<file path="config.mk">
export PLATFORM = sky130hd
export DESIGN_NAME = mbs_status_slave
export DESIGN_NICKNAME = d
export VERILOG_FILES = /design/src/include/mbs_pkg.sv /design/src/rtl/mbs_uart_rx.sv /design/src/rtl/mbs_status_slave.sv
export SDC_FILE = /design/constraint.sdc
export NUM_CORES = 1
export LEC_CHECK = 0
export ABC_AREA = 1
export BUFFER_PORTS_ARGS = -buffer_cell sky130_fd_sc_hd__buf_2
export CORE_ASPECT_RATIO = 0.6
export CORE_MARGIN = 4
export CORE_UTILIZATION = 30
export DETAILED_ROUTE_END_ITERATION = 10
export MAX_ROUTING_LAYER = met4
export SLEW_MARGIN = 20
export SYNTH_ARGS = -nofsm -noshare
export SYNTH_HDL_FRONTEND = slang
export SYNTH_SLANG_ARGS = --single-unit
</file>
<file path="constraint.sdc">
create_clock -name clk -period 11.35 [get_ports clk]
set_input_delay 0.5675 -clock clk [delete_from_list [all_inputs] [get_ports clk]]
set_output_delay 0.5675 -clock clk [all_outputs]
set_load 0.1 [all_outputs]
</file>
<file path="src/include/mbs_pkg.sv">
package mbs_pkg;

    // Clock and serial framing
    localparam int CLK_HZ     = 20_000_000;
    localparam int BAUD       = 19200;
    localparam int BIT_CYC    = (CLK_HZ + BAUD / 2) / BAUD;
    localparam int DATA_BITS  = 8;
    localparam int STOP_BITS  = 1;
    localparam int FRAME_BITS = 1 + DATA_BITS + STOP_BITS;

    // Message pacing; the request spacing is the master's to keep
    localparam int GAP_MS     = 20;
    localparam int GAP_CYC    = CLK_HZ / 1000 * GAP_MS;
    localparam int REQ_GAP_MS = 50;

    // Request and reply layout
    localparam logic [3:0]  REQ_LEN   = 4'h8;
    localparam logic [7:0]  FUNC_READ = 8'h03;
    localparam logic [4:0]  HEAD_LEN  = 5'h03;
    localparam logic [4:0]  TAIL_LEN  = 5'h02;
    localparam logic [15:0] CRC_INIT  = 16'hFFFF;
    localparam logic [15:0] CRC_POLY  = 16'hA001;

    // Holding register map, numbered from zero
    localparam logic [3:0]  REG_EPOCH_HI = 4'h4;
    localparam logic [3:0]  REG_EPOCH_LO = 4'h5;
    localparam logic [3:0]  REG_HEALTH   = 4'h9;
    localparam logic [3:0]  REG_SPEED    = 4'hA;
    localparam logic [3:0]  REG_DIR      = 4'hB;
    localparam logic [3:0]  REG_CURRENT  = 4'hC;
    localparam logic [4:0]  REG_COUNT    = 5'h0D;
    localparam logic [15:0] REG_RSVD_VAL = 16'h0000;

    // Value encodings of the status words
    localparam logic [15:0] HEALTH_OK         = 16'h0004;
    localparam logic [15:0] HEALTH_MOTOR_COMM = 16'h0003;
    localparam logic [15:0] DIR_STOPPED       = 16'h0000;
    localparam logic [15:0] DIR_FORWARD       = 16'h0001;
    localparam logic [15:0] DIR_REVERSE       = 16'h0003;
    localparam int          SPEED_PER_RPM     = 100;

endpackage

</file>
<file path="src/rtl/mbs_uart_rx.sv">
`timescale 1ns/1ps
module mbs_uart_rx #(
    parameter int BIT_CYC = mbs_pkg::BIT_CYC
) (
    // Clock, reset, enable
    input  wire logic       clk,
    input  wire logic       rst_n,
    input  wire logic       ce,
    // Serial pin
    input  wire logic       rxd,
    // Received character
    output logic [7:0]      rx_byte,
    output logic            rx_valid
);
    import mbs_pkg::*;

    localparam int CW = $clog2(BIT_CYC);

    typedef enum logic [1:0] {R_IDLE, R_START, R_DATA, R_STOP} mbs_rx_state_t;

    mbs_rx_state_t  state;
    logic           rxd_meta;
    logic           rxd_sync;
    logic [CW-1:0]  cnt;
    logic [2:0]     bit_idx;
    logic [7:0]     shift;

    wire half_bit = (cnt == CW'(BIT_CYC / 2 - 1));
    wire full_bit = (cnt == CW'(BIT_CYC - 1));

    always_ff @(posedge clk or negedge rst_n) begin
        if (!rst_n) begin
            rxd_meta <= 1'b1;
            rxd_sync <= 1'b1;
        end else if (ce) begin
            rxd_meta <= rxd;
            rxd_sync <= rxd_meta;
        end
    end

    // Sampled at mid-bit; a bad stop bit drops the character
    always_ff @(posedge clk or negedge rst_n) begin
        if (!rst_n) begin
            state    <= R_IDLE;
            cnt      <= '0;
            bit_idx  <= 3'h0;
            shift    <= 8'h00;
            rx_byte  <= 8'h00;
            rx_valid <= 1'b0;
        end else if (ce) begin
            rx_valid <= 1'b0;
            cnt      <= cnt + CW'(1);
            case (state)
                R_IDLE: begin
                    cnt <= '0;
                    if (!rxd_sync) state <= R_START;
                end
                R_START: if (half_bit) begin
                    cnt     <= '0;
                    bit_idx <= 3'h0;
                    state   <= rxd_sync ? R_IDLE : R_DATA;
                end
                R_DATA: if (full_bit) begin
                    cnt     <= '0;
                    shift   <= {rxd_sync, shift[7:1]};
                    bit_idx <= bit_idx + 3'h1;
                    if (bit_idx == 3'h7) state <= R_STOP;
                end
                R_STOP: if (full_bit) begin
                    cnt      <= '0;
                    rx_byte  <= shift;
                    rx_valid <= rxd_sync;
                    state    <= R_IDLE;
                end
                default: state <= R_IDLE;
            endcase
        end
    end

endmodule

</file>
<file path="src/rtl/mbs_status_slave.sv">
`timescale 1ns/1ps
// Function
// RL1: Link runs 19200 baud, eight data bits
// RL2: One stop bit, no parity, no handshake
// RL3: Master keeps byte gaps within 20 ms
// RL4: Master spaces requests at least 50 ms
// RL5: Answer every good function 3 read; code drops a read of zero registers or one reaching past register 12
// RL6: Request is address, function, start, count, CRC
// RL7: Reply is address, function, bytecount, data, CRC
// RL8: Master polls slaves one at a time
// RL9: Registers from zero; unused ones read zero
// RL10: Registers 4 and 5 split epoch seconds
// RL11: Epoch seconds come from satellite time
// RL12: Master may watch register 5 change
// RL13: Register 9 health: 4 healthy, 3 fault
// RL14: Register 10 speed in hundredths RPM
// RL15: Register 11 direction: 0, 1 or 3
// RL16: Register 12 motor current in milliamps
// RL17: Answer only own configurable slave identifier
// RL18: Drop bad CRC or function, no reply
// RL19: Long silence ends frame, restart decoding
module mbs_status_slave #(
    parameter int GAP_CYC = mbs_pkg::GAP_CYC,
    parameter int BIT_CYC = mbs_pkg::BIT_CYC
) (
    // Clock, reset, enable
    input  wire logic        clk,
    input  wire logic        rst_n,
    input  wire logic        ce,
    // Serial pins
    input  wire logic        rxd,
    output logic             txd,
    // Configuration
    input  wire logic [7:0]  slave_id,
    // Status sources
    input  wire logic [31:0] gps_epoch_seconds,
    input  wire logic [15:0] health_code,
    input  wire logic [15:0] motor_speed,
    input  wire logic [15:0] motor_direction,
    input  wire logic [15:0] motor_current,
    // Activity
    output logic             reply_active,
    output logic             frame_taken,
    output logic             frame_dropped
);
    import mbs_pkg::*;

    // Silence is counted from the mid-stop strobe, so a legal stop-to-start gap
    // of a full GAP_CYC would split the frame; one character plus a bit of slack
    localparam int END_CYC = GAP_CYC + (FRAME_BITS + 1) * BIT_CYC;
    localparam int GW      = $clog2(END_CYC);
    localparam int BW = $clog2(BIT_CYC);

    typedef enum logic [1:0] {ST_IDLE, ST_CHECK, ST_LOAD, ST_SHIFT} mbs_state_t;

    function automatic logic [15:0] crc_step(input logic [15:0] c, input logic [7:0] d);
        logic [15:0] r;
        r = c ^ {8'h00, d};
        for (int i = 0; i < 8; i++) begin
            r = r[0] ? ((r >> 1) ^ CRC_POLY) : (r >> 1);
        end
        return r;
    endfunction

    mbs_state_t     state;
    logic [7:0]     rx_buf [0:7];
    logic [3:0]     rx_cnt;
    logic           rx_ovf;
    logic [15:0]    rx_crc;
    logic [GW-1:0]  gap_cnt;
    logic [7:0]     rx_byte;
    logic           rx_valid;

    logic [3:0]     req_start;
    logic [4:0]     req_cnt;
    logic [31:0]    snap_epoch;
    logic [15:0]    snap_health;
    logic [15:0]    snap_speed;
    logic [15:0]    snap_dir;
    logic [15:0]    snap_current;

    logic [4:0]     tx_idx;
    logic [15:0]    tx_crc;
    logic [8:0]     tx_shift;
    logic [3:0]     tx_bit;
    logic [BW-1:0]  baud_cnt;

    mbs_uart_rx #(
        .BIT_CYC (BIT_CYC)
    ) u_rx (
        .clk      (clk),
        .rst_n    (rst_n),
        .ce       (ce),
        .rxd      (rxd),
        .rx_byte  (rx_byte),
        .rx_valid (rx_valid)
    );

    // Request decode
    wire [15:0] req_addr_w  = {rx_buf[2], rx_buf[3]};
    wire [15:0] req_cnt_w   = {rx_buf[4], rx_buf[5]};
    wire [16:0] req_end_w   = {1'b0, req_addr_w} + {1'b0, req_cnt_w};
    wire        len_ok      = (rx_cnt == REQ_LEN) && !rx_ovf;                     // [RL6]
    wire        id_ok       = (rx_buf[0] == slave_id);                            // [RL17]
    wire        func_ok     = (rx_buf[1] == FUNC_READ);                           // [RL5] [RL18]
    wire        crc_ok      = (rx_crc == 16'h0000);                               // [RL18]
    wire        range_ok    = (req_cnt_w != 16'h0000) && (req_end_w <= {12'h000, REG_COUNT});
    wire        frame_good  = len_ok && id_ok && func_ok && crc_ok && range_ok;
    wire        gap_done    = (rx_cnt != 4'h0) && (gap_cnt == GW'(END_CYC - 1));  // [RL19]

    // Reply layout
    wire [4:0]  tx_last     = HEAD_LEN + {req_cnt[3:0], 1'b0} + TAIL_LEN - 5'h01;
    wire [4:0]  data_off    = tx_idx - HEAD_LEN;
    wire [3:0]  word_addr   = req_start + data_off[4:1];
    wire [7:0]  byte_count  = {2'b00, req_cnt, 1'b0};                             // [RL7]

    // Holding register view; unused numbers read as zero
    logic [15:0] reg_word;
    always_comb begin
        case (word_addr)
            REG_EPOCH_HI: reg_word = snap_epoch[31:16];                          // [RL10] [RL11]
            REG_EPOCH_LO: reg_word = snap_epoch[15:0];                           // [RL10] [RL11]
            REG_HEALTH:   reg_word = snap_health;                                // [RL13]
            REG_SPEED:    reg_word = snap_speed;                                 // [RL14]
            REG_DIR:      reg_word = snap_dir;                                   // [RL15]
            REG_CURRENT:  reg_word = snap_current;                               // [RL16]
            default:      reg_word = REG_RSVD_VAL;                               // [RL9]
        endcase
    end

    logic [7:0] tx_byte;
    always_comb begin
        if (tx_idx == 5'h00) begin
            tx_byte = slave_id;                                                   // [RL7]
        end else if (tx_idx == 5'h01) begin
            tx_byte = FUNC_READ;                                                  // [RL7]
        end else if (tx_idx == 5'h02) begin
            tx_byte = byte_count;
        end else if (tx_idx == tx_last - 5'h01) begin
            tx_byte = tx_crc[7:0];
        end else if (tx_idx == tx_last) begin
            tx_byte = tx_crc[15:8];
        end else begin
            tx_byte = data_off[0] ? reg_word[7:0] : reg_word[15:8];
        end
    end

    wire tx_in_crc  = (tx_idx >= tx_last - 5'h01);
    wire bit_end    = (baud_cnt == BW'(BIT_CYC - 1));                             // [RL1]
    wire char_end   = bit_end && (tx_bit == 4'(FRAME_BITS - 1));                  // [RL2]

    // Frame collection; the receiver is ignored while replying so an echo
    // on a shared line cannot start a bogus request
    always_ff @(posedge clk or negedge rst_n) begin
        if (!rst_n) begin
            rx_cnt  <= 4'h0;
            rx_ovf  <= 1'b0;
            rx_crc  <= CRC_INIT;
            gap_cnt <= '0;
        end else if (ce) begin
            if (state == ST_CHECK) begin
                rx_cnt  <= 4'h0;                                                  // [RL19]
                rx_ovf  <= 1'b0;
                rx_crc  <= CRC_INIT;
                gap_cnt <= '0;
            end else if (state == ST_IDLE && rx_valid) begin
                gap_cnt <= '0;
                if (rx_cnt == REQ_LEN) begin
                    rx_ovf <= 1'b1;
                end else begin
                    rx_cnt <= rx_cnt + 4'h1;
                    rx_crc <= crc_step(rx_crc, rx_byte);
                end
            end else if (state == ST_IDLE && rx_cnt != 4'h0 && !gap_done) begin
                gap_cnt <= gap_cnt + GW'(1);
            end
        end
    end

    // Request bytes kept per position
    for (genvar g = 0; g < 8; g++) begin : g_buf
        always_ff @(posedge clk or negedge rst_n) begin
            if (!rst_n) begin
                rx_buf[g] <= 8'h00;
            end else if (ce && state == ST_IDLE && rx_valid && rx_cnt == 4'(g)) begin
                rx_buf[g] <= rx_byte;
            end
        end
    end

    // Snapshot at acceptance keeps the two epoch halves coherent
    always_ff @(posedge clk or negedge rst_n) begin
        if (!rst_n) begin
            req_start    <= 4'h0;
            req_cnt      <= 5'h00;
            snap_epoch   <= 32'h0000_0000;
            snap_health  <= 16'h0000;
            snap_speed   <= 16'h0000;
            snap_dir     <= 16'h0000;
            snap_current <= 16'h0000;
        end else if (ce && state == ST_CHECK && frame_good) begin
            req_start    <= req_addr_w[3:0];
            req_cnt      <= req_cnt_w[4:0];
            snap_epoch   <= gps_epoch_seconds;                                    // [RL11]
            snap_health  <= health_code;
            snap_speed   <= motor_speed;
            snap_dir     <= motor_direction;
            snap_current <= motor_current;
        end
    end

    // Control and transmitter
    always_ff @(posedge clk or negedge rst_n) begin
        if (!rst_n) begin
            state         <= ST_IDLE;
            tx_idx        <= 5'h00;
            tx_crc        <= CRC_INIT;
            tx_shift      <= 9'h1FF;
            tx_bit        <= 4'h0;
            baud_cnt      <= '0;
            txd           <= 1'b1;
            reply_active  <= 1'b0;
            frame_taken   <= 1'b0;
            frame_dropped <= 1'b0;
        end else if (ce) begin
            frame_taken   <= 1'b0;
            frame_dropped <= 1'b0;
            case (state)
                ST_IDLE: begin
                    txd <= 1'b1;
                    if (gap_done && !rx_valid) state <= ST_CHECK;                 // [RL19]
                end
                ST_CHECK: begin
                    tx_idx <= 5'h00;
                    tx_crc <= CRC_INIT;
                    if (frame_good) begin
                        state        <= ST_LOAD;                                  // [RL5]
                        reply_active <= 1'b1;
                        frame_taken  <= 1'b1;
                    end else begin
                        state         <= ST_IDLE;                                 // [RL18]
                        frame_dropped <= 1'b1;
                    end
                end
                ST_LOAD: begin
                    txd      <= 1'b0;
                    tx_shift <= {1'b1, tx_byte};                                  // [RL2]
                    tx_bit   <= 4'h0;
                    baud_cnt <= '0;
                    if (!tx_in_crc) tx_crc <= crc_step(tx_crc, tx_byte);          // [RL7]
                    state    <= ST_SHIFT;
                end
                ST_SHIFT: begin
                    baud_cnt <= bit_end ? '0 : baud_cnt + BW'(1);
                    if (char_end) begin
                        if (tx_idx == tx_last) begin
                            state        <= ST_IDLE;
                            reply_active <= 1'b0;
                        end else begin
                            tx_idx <= tx_idx + 5'h01;
                            state  <= ST_LOAD;
                        end
                    end else if (bit_end) begin
                        txd      <= tx_shift[0];                                  // [RL1]
                        tx_shift <= {1'b1, tx_shift[8:1]};
                        tx_bit   <= tx_bit + 4'h1;
                    end
                end
                default: state <= ST_IDLE;
            endcase
        end
    end

    a_idle_line_high: assert property (@(posedge clk) disable iff (!rst_n) // [RL2]
        state == ST_IDLE && !reply_active |-> txd)
        else $error("line not idle high between replies");

    a_start_bit_low: assert property (@(posedge clk) disable iff (!rst_n) // [RL1]
        ce && state == ST_LOAD |=> !txd && state == ST_SHIFT)
        else $error("character did not open with a start bit");

    a_reply_head_id: assert property (@(posedge clk) disable iff (!rst_n) // [RL17]
        ce && state == ST_CHECK && frame_good |=> state == ST_LOAD && tx_idx == 5'h00 && tx_byte == rx_buf[0])
        else $error("reply does not open with the own identifier");

    a_reply_func_code: assert property (@(posedge clk) disable iff (!rst_n) // [RL7]
        state == ST_LOAD && tx_idx == 5'h01 |-> tx_byte == rx_buf[1] && rx_buf[1] == FUNC_READ)
        else $error("second reply byte is not the read function");

    a_reply_byte_count: assert property (@(posedge clk) disable iff (!rst_n) // [RL7]
        state == ST_LOAD && tx_idx == 5'h02 |-> tx_byte == {rx_buf[5][6:0], 1'b0} && rx_buf[4] == 8'h00)
        else $error("byte count differs from twice the register count");

    a_bad_frame_drop: assert property (@(posedge clk) disable iff (!rst_n) // [RL18]
        ce && state == ST_CHECK && !frame_good |=> state == ST_IDLE && frame_dropped && !reply_active)
        else $error("rejected request still produced a reply");

    a_silence_ends_frame: assert property (@(posedge clk) disable iff (!rst_n) // [RL19]
        ce && state == ST_IDLE && gap_done && !rx_valid |=> state == ST_CHECK ##1 rx_cnt == 4'h0)
        else $error("silence did not close and clear the frame");

    a_reserved_zero: assert property (@(posedge clk) disable iff (!rst_n) // [RL9]
        state == ST_LOAD && tx_idx > 5'h02 && !tx_in_crc && word_addr < REG_EPOCH_HI |-> tx_byte == 8'h00)
        else $error("unused register returned nonzero data");

    a_epoch_split: assert property (@(posedge clk) disable iff (!rst_n) // [RL10]
        state == ST_LOAD && !tx_in_crc && tx_idx > 5'h02 && word_addr == REG_EPOCH_LO && data_off[0]
        |-> tx_byte == snap_epoch[7:0])
        else $error("low epoch register holds wrong half");

    a_accept_pulse: assert property (@(posedge clk) disable iff (!rst_n) // [RL5]
        ce && state == ST_CHECK && frame_good |=> reply_active && frame_taken && !frame_dropped)
        else $error("accepted request did not start a reply");

    a_stop_bit_high: assert property (@(posedge clk) disable iff (!rst_n) // [RL2]
        state == ST_SHIFT && char_end |-> txd)
        else $error("character did not close with a stop bit");

    a_snapshot_epoch: assert property (@(posedge clk) disable iff (!rst_n) // [RL11]
        ce && state == ST_CHECK && frame_good |=> snap_epoch == $past(gps_epoch_seconds))
        else $error("epoch seconds not captured at acceptance");

    a_short_frame_drop: assert property (@(posedge clk) disable iff (!rst_n) // [RL6]
        ce && state == ST_CHECK && rx_cnt != REQ_LEN |=> frame_dropped && !reply_active)
        else $error("request of wrong length was not dropped");

    a_foreign_id_drop: assert property (@(posedge clk) disable iff (!rst_n) // [RL17]
        ce && state == ST_CHECK && rx_buf[0] != slave_id |=> frame_dropped && !reply_active)
        else $error("request for another identifier was not dropped");

    a_bad_crc_drop: assert property (@(posedge clk) disable iff (!rst_n) // [RL18]
        ce && state == ST_CHECK && !crc_ok |=> frame_dropped && !reply_active)
        else $error("request with a bad check word was not dropped");

    a_zero_count_drop: assert property (@(posedge clk) disable iff (!rst_n) // [RL5]
        ce && state == ST_CHECK && req_cnt_w == 16'h0000 |=> frame_dropped && !reply_active)
        else $error("request for no registers was not dropped");

    a_health_word: assert property (@(posedge clk) disable iff (!rst_n) // [RL13]
        state == ST_LOAD && tx_idx > 5'h02 && !tx_in_crc && word_addr == REG_HEALTH && !data_off[0]
        |-> tx_byte == snap_health[15:8])
        else $error("health register high byte wrong");

endmodule

</file>
==> results of run 1 <==
flip-flops by register name, indices dropped and copies added, names as in the netlist, 4 cells and up, named ones only:
signal and flops:
baud_cnt 11, rx_buf 16, rx_crc 16, req_addr_w 16
gap_cnt 19, tx_bit 4, tx_shift 8, snap_dir 16
snap_health 16, snap_epoch 32, u_rx.shift 8, tx_crc 16
req_cnt_w 16, req_start 4, snap_current 16, u_rx.cnt 11
req_cnt 5, snap_speed 16, u_rx.rx_byte 8, tx_idx 5
rx_cnt 4
where the power goes:
group / switching [mW] / total, mW / internal [mW]
registers: 0.108 / 1.26 / 1.15
clock network: 0.426 / 1.06 / 0.633
logic: 0.785 / 1.14 / 0.356
total: 1.32 / 3.46 / 2.14
per-stage QoR:
stage               cell area (um^2)  hold slack [ns]   util  total power, mW  setup WS, ns
floorplan                      15000            0.272      -             2.07          7.51
global placement               16200            0.458  0.327             2.35          5.77
detailed placement             16200            0.463  0.327             2.39          5.50
CTS                            17200            0.121  0.349             3.46          5.47
global route                   17300            0.155  0.350             3.68          4.82
finish                         17300           0.0347  0.350             3.46          5.32
layout make-up:
class                   count  area share
flip-flops and latches    278       0.406
multi-input cells        1168       0.393
inverters                 247      0.0536
clock buffers              36      0.0476
well taps                 650      0.0470
repair buffers            121      0.0384
clock inverters            18      0.0143
diodes                      4    0.000579
cell usage after synthesis (7+ instances only):
| library cell | count | area, um^2 |
|---|---|---|
| sky130_fd_sc_hd__xor2_1 | 27 | 236 |
| sky130_fd_sc_hd__o221ai_1 | 8 | 70.1 |
| sky130_fd_sc_hd__a31oi_1 | 7 | 43.8 |
| sky130_fd_sc_hd__clkbuf_1 | 21 | 78.8 |
| sky130_fd_sc_hd__xnor2_1 | 20 | 175 |
| sky130_fd_sc_hd__o21ai_0 | 133 | 666 |
| sky130_fd_sc_hd__nor2_1 | 129 | 484 |
| sky130_fd_sc_hd__ha_1 | 49 | 613 |
| sky130_fd_sc_hd__nor4_1 | 19 | 119 |
| sky130_fd_sc_hd__nand2_2 | 10 | 62.6 |
| sky130_fd_sc_hd__buf_2 | 12 | 60.1 |
| sky130_fd_sc_hd__nor3_1 | 30 | 150 |
| sky130_fd_sc_hd__a21oi_1 | 61 | 305 |
| sky130_fd_sc_hd__nand2_1 | 340 | 1280 |
| sky130_fd_sc_hd__dfstp_2 | 43 | 1130 |
| sky130_fd_sc_hd__nand4_1 | 36 | 225 |
| sky130_fd_sc_hd__mux2_2 | 41 | 462 |
| sky130_fd_sc_hd__buf_4 | 7 | 52.6 |
| sky130_fd_sc_hd__o22ai_1 | 20 | 125 |
| sky130_fd_sc_hd__mux2_4 | 30 | 450 |
| sky130_fd_sc_hd__inv_1 | 243 | 912 |
| sky130_fd_sc_hd__a22oi_1 | 13 | 97.6 |
| sky130_fd_sc_hd__nand3_1 | 131 | 656 |
| sky130_fd_sc_hd__mux2_1 | 8 | 90.1 |
| sky130_fd_sc_hd__dfrtp_1 | 235 | 5880 |
worst max path at each step:
stage	start	endpoint	slack, ns	cells past startpoint
3_5_place_dp	tx_idx[0]	tx_crc[0]	5.50	28
5_1_grt	tx_idx[0]	tx_crc[15]	4.82	28
3_3_place_gp	tx_idx[0]	tx_crc[0]	5.77	28
2_1_floorplan	tx_idx[0]	tx_crc[0]	7.51	30
4_1_cts	tx_idx[0]	tx_crc[15]	5.47	28
6_report	tx_idx[0]	tx_crc[15]	5.32	28
kinds of logic (layout without fill, tap and decap cells):
kind of cell | count (synthesis) | count (layout) | synth area share
DFF | 278 | 278 | 0.467
xor gates and xnor gates | 47 | 47 | 0.0274
muxes | 81 | 81 | 0.0681
and+or+nand+nor | 716 | 716 | 0.209
AOI/OAI and AO/OA | 273 | 273 | 0.103
other | 0 | 4 | 0
buffers and inverters | 294 | 422 | 0.0813
adders and majority gates | 51 | 51 | 0.0435
routing by layer:
metal	share of wire	track usage	wire (um)	vias to the layer above
li1	-	-	-	5979
met2	0.42	0.213	16700	342
met1	0.50	0.225	20200	5985
met3	0.058	0.0250	2300	55
met4	0.021	0.0352	824	0
met5	0	-	0	-
worst register-to-register path: cells and delay by family (launching register included):
family,cells,cell delay [ns]
AOI/OAI and AO/OA,2,0.34
xor gates and xnor gates,1,0.86
adders and majority gates,3,1.04
buffers and inverters,4,0.90
DFF,1,0.65
and+or+nand+nor,18,2.16
==> results, run 1 <==
- The most frequent standard cell in the layout excluding fill and tap cells is sky130_fd_sc_hd__nand2_1.
- The worst slew margin relative to its limit is 0.277.
- The residual antenna-violating net count after detailed routing is 0.
- The multi-input combinational cells in the finished layout cover a total of 6790 um^2.
- In this design, the stage delay of the slowest critical-path cell is 0.86 ns.
- The maximum achievable frequency is 166 MHz.
- Clock-pin slew was measured on the worst setup and hold paths at 0.07 ns.
- Hold repair after CTS inserted 0 buffers.
- The detailed placement HPWL is 29,800 um.
- At the later pin of the worst-skew pair, clock insertion delay measures 0.58 ns.
- The cell count after synthesis came out at 1,740.
- VDD sags by at most 0.145 mV.
- The critical path is of the flop to flop type.
- The largest net degree at the start of global routing is 123.
- The reg-to-reg endpoint is tx_crc[15].
- The final layout contains 2,004 nets.
- The post-synthesis net count is 1,899.
- Setup violations remaining at the end of the flow were counted as 0.
- The number of antenna violations at the first check in global routing was 4.
- 112 I/O pins were placed.
- The die outline area is 53,800 um^2.
- The routed layout has 12,400 vias.
- Dividing the detail-routed wire length by the instance count gives 15.9 um.
- The most numerous cell type found on the critical path is sky130_fd_sc_hd__nand2_1.
- In this run, post-CTS repair resized a total of 0 instances.
- The number of cells on the worst reg-to-reg path is 28.
- Registers take 7010 um^2.
- The largest clock skew in the final design is 0.0165 ns.
- The worst path required time is 11.85 ns.
- The type of destination of the critical path is a flop.
- The cell area after synthesis is 15,000 um^2.
- For this design, the sink count on the clock tree is 278.
- Counting I/O delays and the setup requirement, the final critical path takes 6.03 ns.
- Once the clock tree was built, the setup fixing pass inserted 0 buffers.
- The fraction of final layout cells with drive strength greater than 1 is 0.172.
- The clock root buffer is sky130_fd_sc_hd__clkbuf_16.
- The transition at the pin with the smallest max-transition slack is 1.08 ns.
- Among all flip-flop cells after synthesis, the most frequent one is sky130_fd_sc_hd__dfrtp_1.
- The number of global-route vias before repair is 12,000.
- The layout has 4,947 filler cells.
- The max-capacitance violation count is 0.
- The startpoint identified for the worst register-to-register timing path is tx_idx[0].
- The count of buffers from port buffering is 111.
- The clock passes through at most 3 buffers.
- In this run, synthesis produced a sequential element count of 278.
- The summed negative setup slack over all endpoints is 0 ns.
- The final weighted congestion in routability-driven placement is 0.916.
- The final count of hold timing violations is 0.
- The region available for standard cell placement spans 49,400 um^2.
- Yosys printed 0 warnings.
- Counting flops with an async set or reset pin after synthesis yields a share of 1.00.
- For this design the ratio of total power to cell area is 200 nW/um^2.
- For flop-to-flop paths, the worst setup slack is 5.32 ns.
- Global routing finished with a remaining overflow of 0.
- Data arrives at the worst endpoint at 6.53 ns.
- The total iterations of the first detailed-routing run is 5.
- The total detailed-routing wirelength is 40,000 um.
- The path type of the worst min-delay path is input pin to asynchronous set/reset pin.
- The flow ran to the end, and the final reports show no timing, DRC or antenna violations.
- The top cell family by delay on the critical path is simple AND/OR/NAND/NOR gates.
- In this run the number of H-tree levels came out at 1.
- Setup repair after global routing left no endpoint under its margin.
- Dividing the detail-routed via count by the number of cells gives 4.90.
- The area growth from synthesis to layout is 15.2%.
- In this run the worst path has a maximum fanout of 16.
- The initial utilization of the core area, before any placement, comes to 0.304.
- The count of pins over their slew limit came to 0.
- The per-instance average area after synthesis is 8.62 um^2.
- The number of distinct library cells after synthesis is 59.
- The analysis attributes to cell leakage a power of 8.35 nW.
- The sum of buffers and inverters on the critical path is 4.
- TritonCTS created 29 clock buffers.
- The slowest stage of the critical path is the sky130_fd_sc_hd__xnor2_1 cell.
- Of the synthesized area, sequential elements account for 0.467.
- After detailed routing, the number of remaining DRC violations is 0.
- Leaving out fill and tap cells, the most frequent cells in the layout are sky130_fd_sc_hd__nand2_1 (340), sky130_fd_sc_hd__inv_1 (243), sky130_fd_sc_hd__dfrtp_1 (235).
- The initial detailed-routing violation count is 1,102.
- The number of cell rows is 63.
- The post-layout instance count excluding filler cells is 2,522.
- The height of the die is 181 um.
- The startpoint class of the critical path is a flop.
- TritonCTS built the clock tree.
- In the finished design, the share of the clock period the worst path needs comes to 0.531.
- Including well taps, the total number of placed cells is 2,463.
- Yosys mapped a number of flops with a built-in enable equal to 0.
- The floorplan step set the die width to 297 um.
- In the global route stage, overall resource usage came out at 0.151.
- The global-route wire length before repair is 65,200 um.
Note: power is estimated with default switching activity, not from simulation.
==> inputs of run 2 (changes only) <==
==> constraint.sdc (replaced) <==
create_clock -name clk -period 5.4 [get_ports clk]
set_input_delay 0.27 -clock clk [delete_from_list [all_inputs] [get_ports clk]]
set_output_delay 0.27 -clock clk [all_outputs]
set_load 0.1 [all_outputs]
==> results, run 2 (synthesized netlist as in run 1, its figures left out) <==
- Ranked by flip-flop count, first place goes to snap_epoch.
- The clock root buffer is sky130_fd_sc_hd__clkbuf_16.
- The startpoint of the lowest-slack hold path is ce.
- The combined global-route utilization of all metal layers was 0.160 (+0.00864).
- The clock share of power came to 0.292 (-0.014).
- The count of pins on the block boundary is 112 (unchanged).
- The buffer depth of the longest clock path is 3 (unchanged).
- The leakage power summed over all cells is 8.76 nW (+5.0%).
- The arrival time of data at the critical path endpoint is 5.43 ns (-1.10 ns).
- The detailed placement HPWL is 29,900 um (+0.55%).
- The final critical path time including I/O delays and setup came to 4.93 ns (-1.10 ns).
- The number of cell rows is 63 (unchanged).
- The count of buffers from port buffering is 111 (unchanged).
- The count of nets after finishing is 2,109 (+5.2%).
- The maximum fanout along the worst path is 26 (+10).
- Compared with the post-synthesis result, the final layout area differs by 21.7%.
- The total via count after detailed routing was 12,800 (+3.9%).
- The detailed-route vias per instance came to 4.88 (-0.38%).
- The final global-route overflow total is 0 (unchanged).
- Leaving out fill and tap cells, the most frequent cell in the layout is sky130_fd_sc_hd__nand2_1.
- The clock network latency to the later pin of the worst-skew pair is 0.57 ns (about the same).
- The fraction of the core area covered by cells at the end of the flow is 0.370 (+0.0198).
- The logic gate share of total power is 0.344 (+0.014).
- The die outline area is 53,800 um^2 (unchanged).
- The clock input transition at the sequential cells of the worst setup and hold paths is 0.06 ns (about the same).
- The maximum achievable frequency is 203 MHz (+22%).
- The total CTS buffers came to 29 (unchanged).
- The largest registers in the layout are snap_epoch x32, gap_cnt x19.
- The largest net degree at the start of global routing came to 98 (-20%).
- The floorplan core area is 49,400 um^2 (unchanged).
- The switching part of the total is 0.381 (-0.000450).
- The fraction of final layout cells with drive strength greater than 1 is 0.164 (-0.00762).
- The global-route wire length before repair came to 68,500 um (+5.0%).
- In the layout the commonest cells are sky130_fd_sc_hd__nand2_1 (340), sky130_fd_sc_hd__inv_1 (243), sky130_fd_sc_hd__dfrtp_1 (235).
- The height of the die is 181 um (unchanged).
- Setup repair after global routing left no endpoint under its margin.
- The power density of the placed cells is 397 nW/um^2 (+98%).
- The final weighted congestion in routability-driven placement is 0.945 (+3.2%).
- The cell repeated most along the worst path is sky130_fd_sc_hd__nand2_1.
- The register share of total power is 0.365 (about the same).
- The count of pins over their slew limit is 0 (unchanged).
- The post-CTS repair timing setup buffer count came to 0 (unchanged).
- The max-capacitance violation count was 0 (unchanged).
- The average detailed-routed wire length per instance was 16.0 um (+0.57%).
- The internal power of the cells came to 4.49 mW (+110%).
- The final count of hold timing violations was 0 (unchanged).
- The largest clock skew in the final design is 0.0129 ns (-0.00354 ns).
- The transition at the pin with the smallest max-transition slack came to 1.04 ns (-0.0360 ns).
- The kind of critical path is flop to flop.
- The residual antenna-violating net count after detailed routing is 0 (unchanged).
- The worst path required time is 5.90 ns (-5.95 ns).
- The DRC violation count after routing came to 0 (unchanged).
- The flow ran to the end, and the final reports show no timing, DRC or antenna violations.
- The initial detailed-routing violation count is 1,120 (+1.6%).
- The flip-flop count of the largest register after layout was 32 (unchanged).
- STA classifies the critical path endpoint as a flop.
- The starting density of the core is 0.304 (unchanged).
- The worst IR drop on VDD is 0.276 mV (+90%).
- The number of antenna violations at the first check in global routing is 8 (+4).
- The path type of the worst min-delay path is input pin to flop.
- The number of global-route vias before repair came to 12,700 (+5.7%).
- The master of the slowest instance on the critical path is sky130_fd_sc_hd__dfrtp_1.
- The share of the clock period used by the worst path after layout is 0.912 (+0.381).
- The worst register-to-register path begins at tx_idx[0].
- The width of the die is 297 um (unchanged).
- The post-CTS resize count was 0 (unchanged).
- The total detailed-routing wirelength is 42,000 um (+4.9%).
- The maximum single-stage delay on the critical path was 0.69 ns (-0.17 ns).
- The number of levels in the clock H-tree was 1 (unchanged).
- The total number of clock tree sinks is 278 (unchanged).
- The total iterations of the first detailed-routing run is 6 (+1).
- The worst slew margin relative to its limit is 0.304 (+0.0266).
- The summed negative setup slack over all endpoints is 0 ns (unchanged).
- The net switching component of the power is 2.76 mW (+110%).
- The startpoint class of the critical path is a flop.
- TritonCTS built the clock tree.
- The setup violation total in the final timing report came to 0 (unchanged).
- The startpoint of the most critical setup path is tx_idx[0].
-- run 2: cell count changes in the layout (fill, tap and decap cells not counted), moves of 2 or more --
cell and change:
sky130_fd_sc_hd__dlygate4sd3_1 +98, sky130_fd_sc_hd__buf_12 +2, sky130_fd_sc_hd__clkbuf_8 +4, sky130_fd_sc_hd__clkbuf_1 +4
sky130_fd_sc_hd__clkinvlp_4 -2, sky130_fd_sc_hd__buf_4 +7, sky130_fd_sc_hd__bufinv_16 -2, sky130_fd_sc_hd__diode_2 +3
-- run 2: final cells by class --
type | count | area [um^2]
Timing Repair Buffer | 226 | 1700
Clock buffer | 43 | 868
Inverter | 247 | 927
Clock inverter | 11 | 139
Fill cell | 4893 | 31200
Tap cell | 650 | 813
Antenna cell | 7 | 17.5
Multi-Input combinational cell | 1168 | 6790
Sequential cell | 278 | 7010
-- run 2: power by group through the flow --
stage	sequential (mW)	combinational [mW]	clock (mW)
6_report	2.64	2.49	2.12
4_1_cts	2.64	2.45	2.17
5_1_grt	2.68	2.78	2.25
2_1_floorplan	2.67	1.68	0
3_3_place_gp	2.66	2.33	0
3_5_place_dp	2.67	2.39	0
-- run 2: worst paths after layout --
check,slack (ns),endpoint,cells past startpoint
setup reg to reg,0.47,tx_crc[0],28
hold / removal,0.09,u_rx.rxd_meta,3
max in group asynchronous,3.80,snap_health[6],3
hold reg to reg,0.47,u_rx.rxd_meta,2
setup / recovery,0.47,tx_crc[0],28
min in group asynchronous,0.33,snap_current[1],2
-- run 2: metrics by stage --
step	worst slack [ns]	total power [mW]	hold slack, ns	area (um^2)	cells
2_1_floorplan	1.56	4.35	-0.0256	15000	1740
3_3_place_gp	0.778	5.00	0.369	16300	2471
3_5_place_dp	0.614	5.06	0.369	16300	2471
4_1_cts	0.597	7.26	0.0719	18200	2623
5_1_grt	0.0573	7.71	0.104	18300	2630
6_report	0.473	7.25	0.0890	18300	2630
-- run 2: timing repair --
item	4_1_cts	5_1_grt
hold buffers	98	0
hold endpoints to repair	186	0
setup endpoints to repair	0	0
-- run 2: worst max-delay path, delay by kind of cell (launching register included) --
family	cells	cell delay, ns
adders and majority gates	3	1.15
DFF	1	0.69
and+or+nand+nor	21	2.55
buffers and inverters	4	0.45
-- run 2: routing by layer --
layer	GRT usage	vias up	wire length, um
met2	0.227	398	17600
li1	-	6182	-
met1	0.229	6175	20300
met5	-	-	0
met3	0.0291	86	2750
met4	0.0514	0	1300
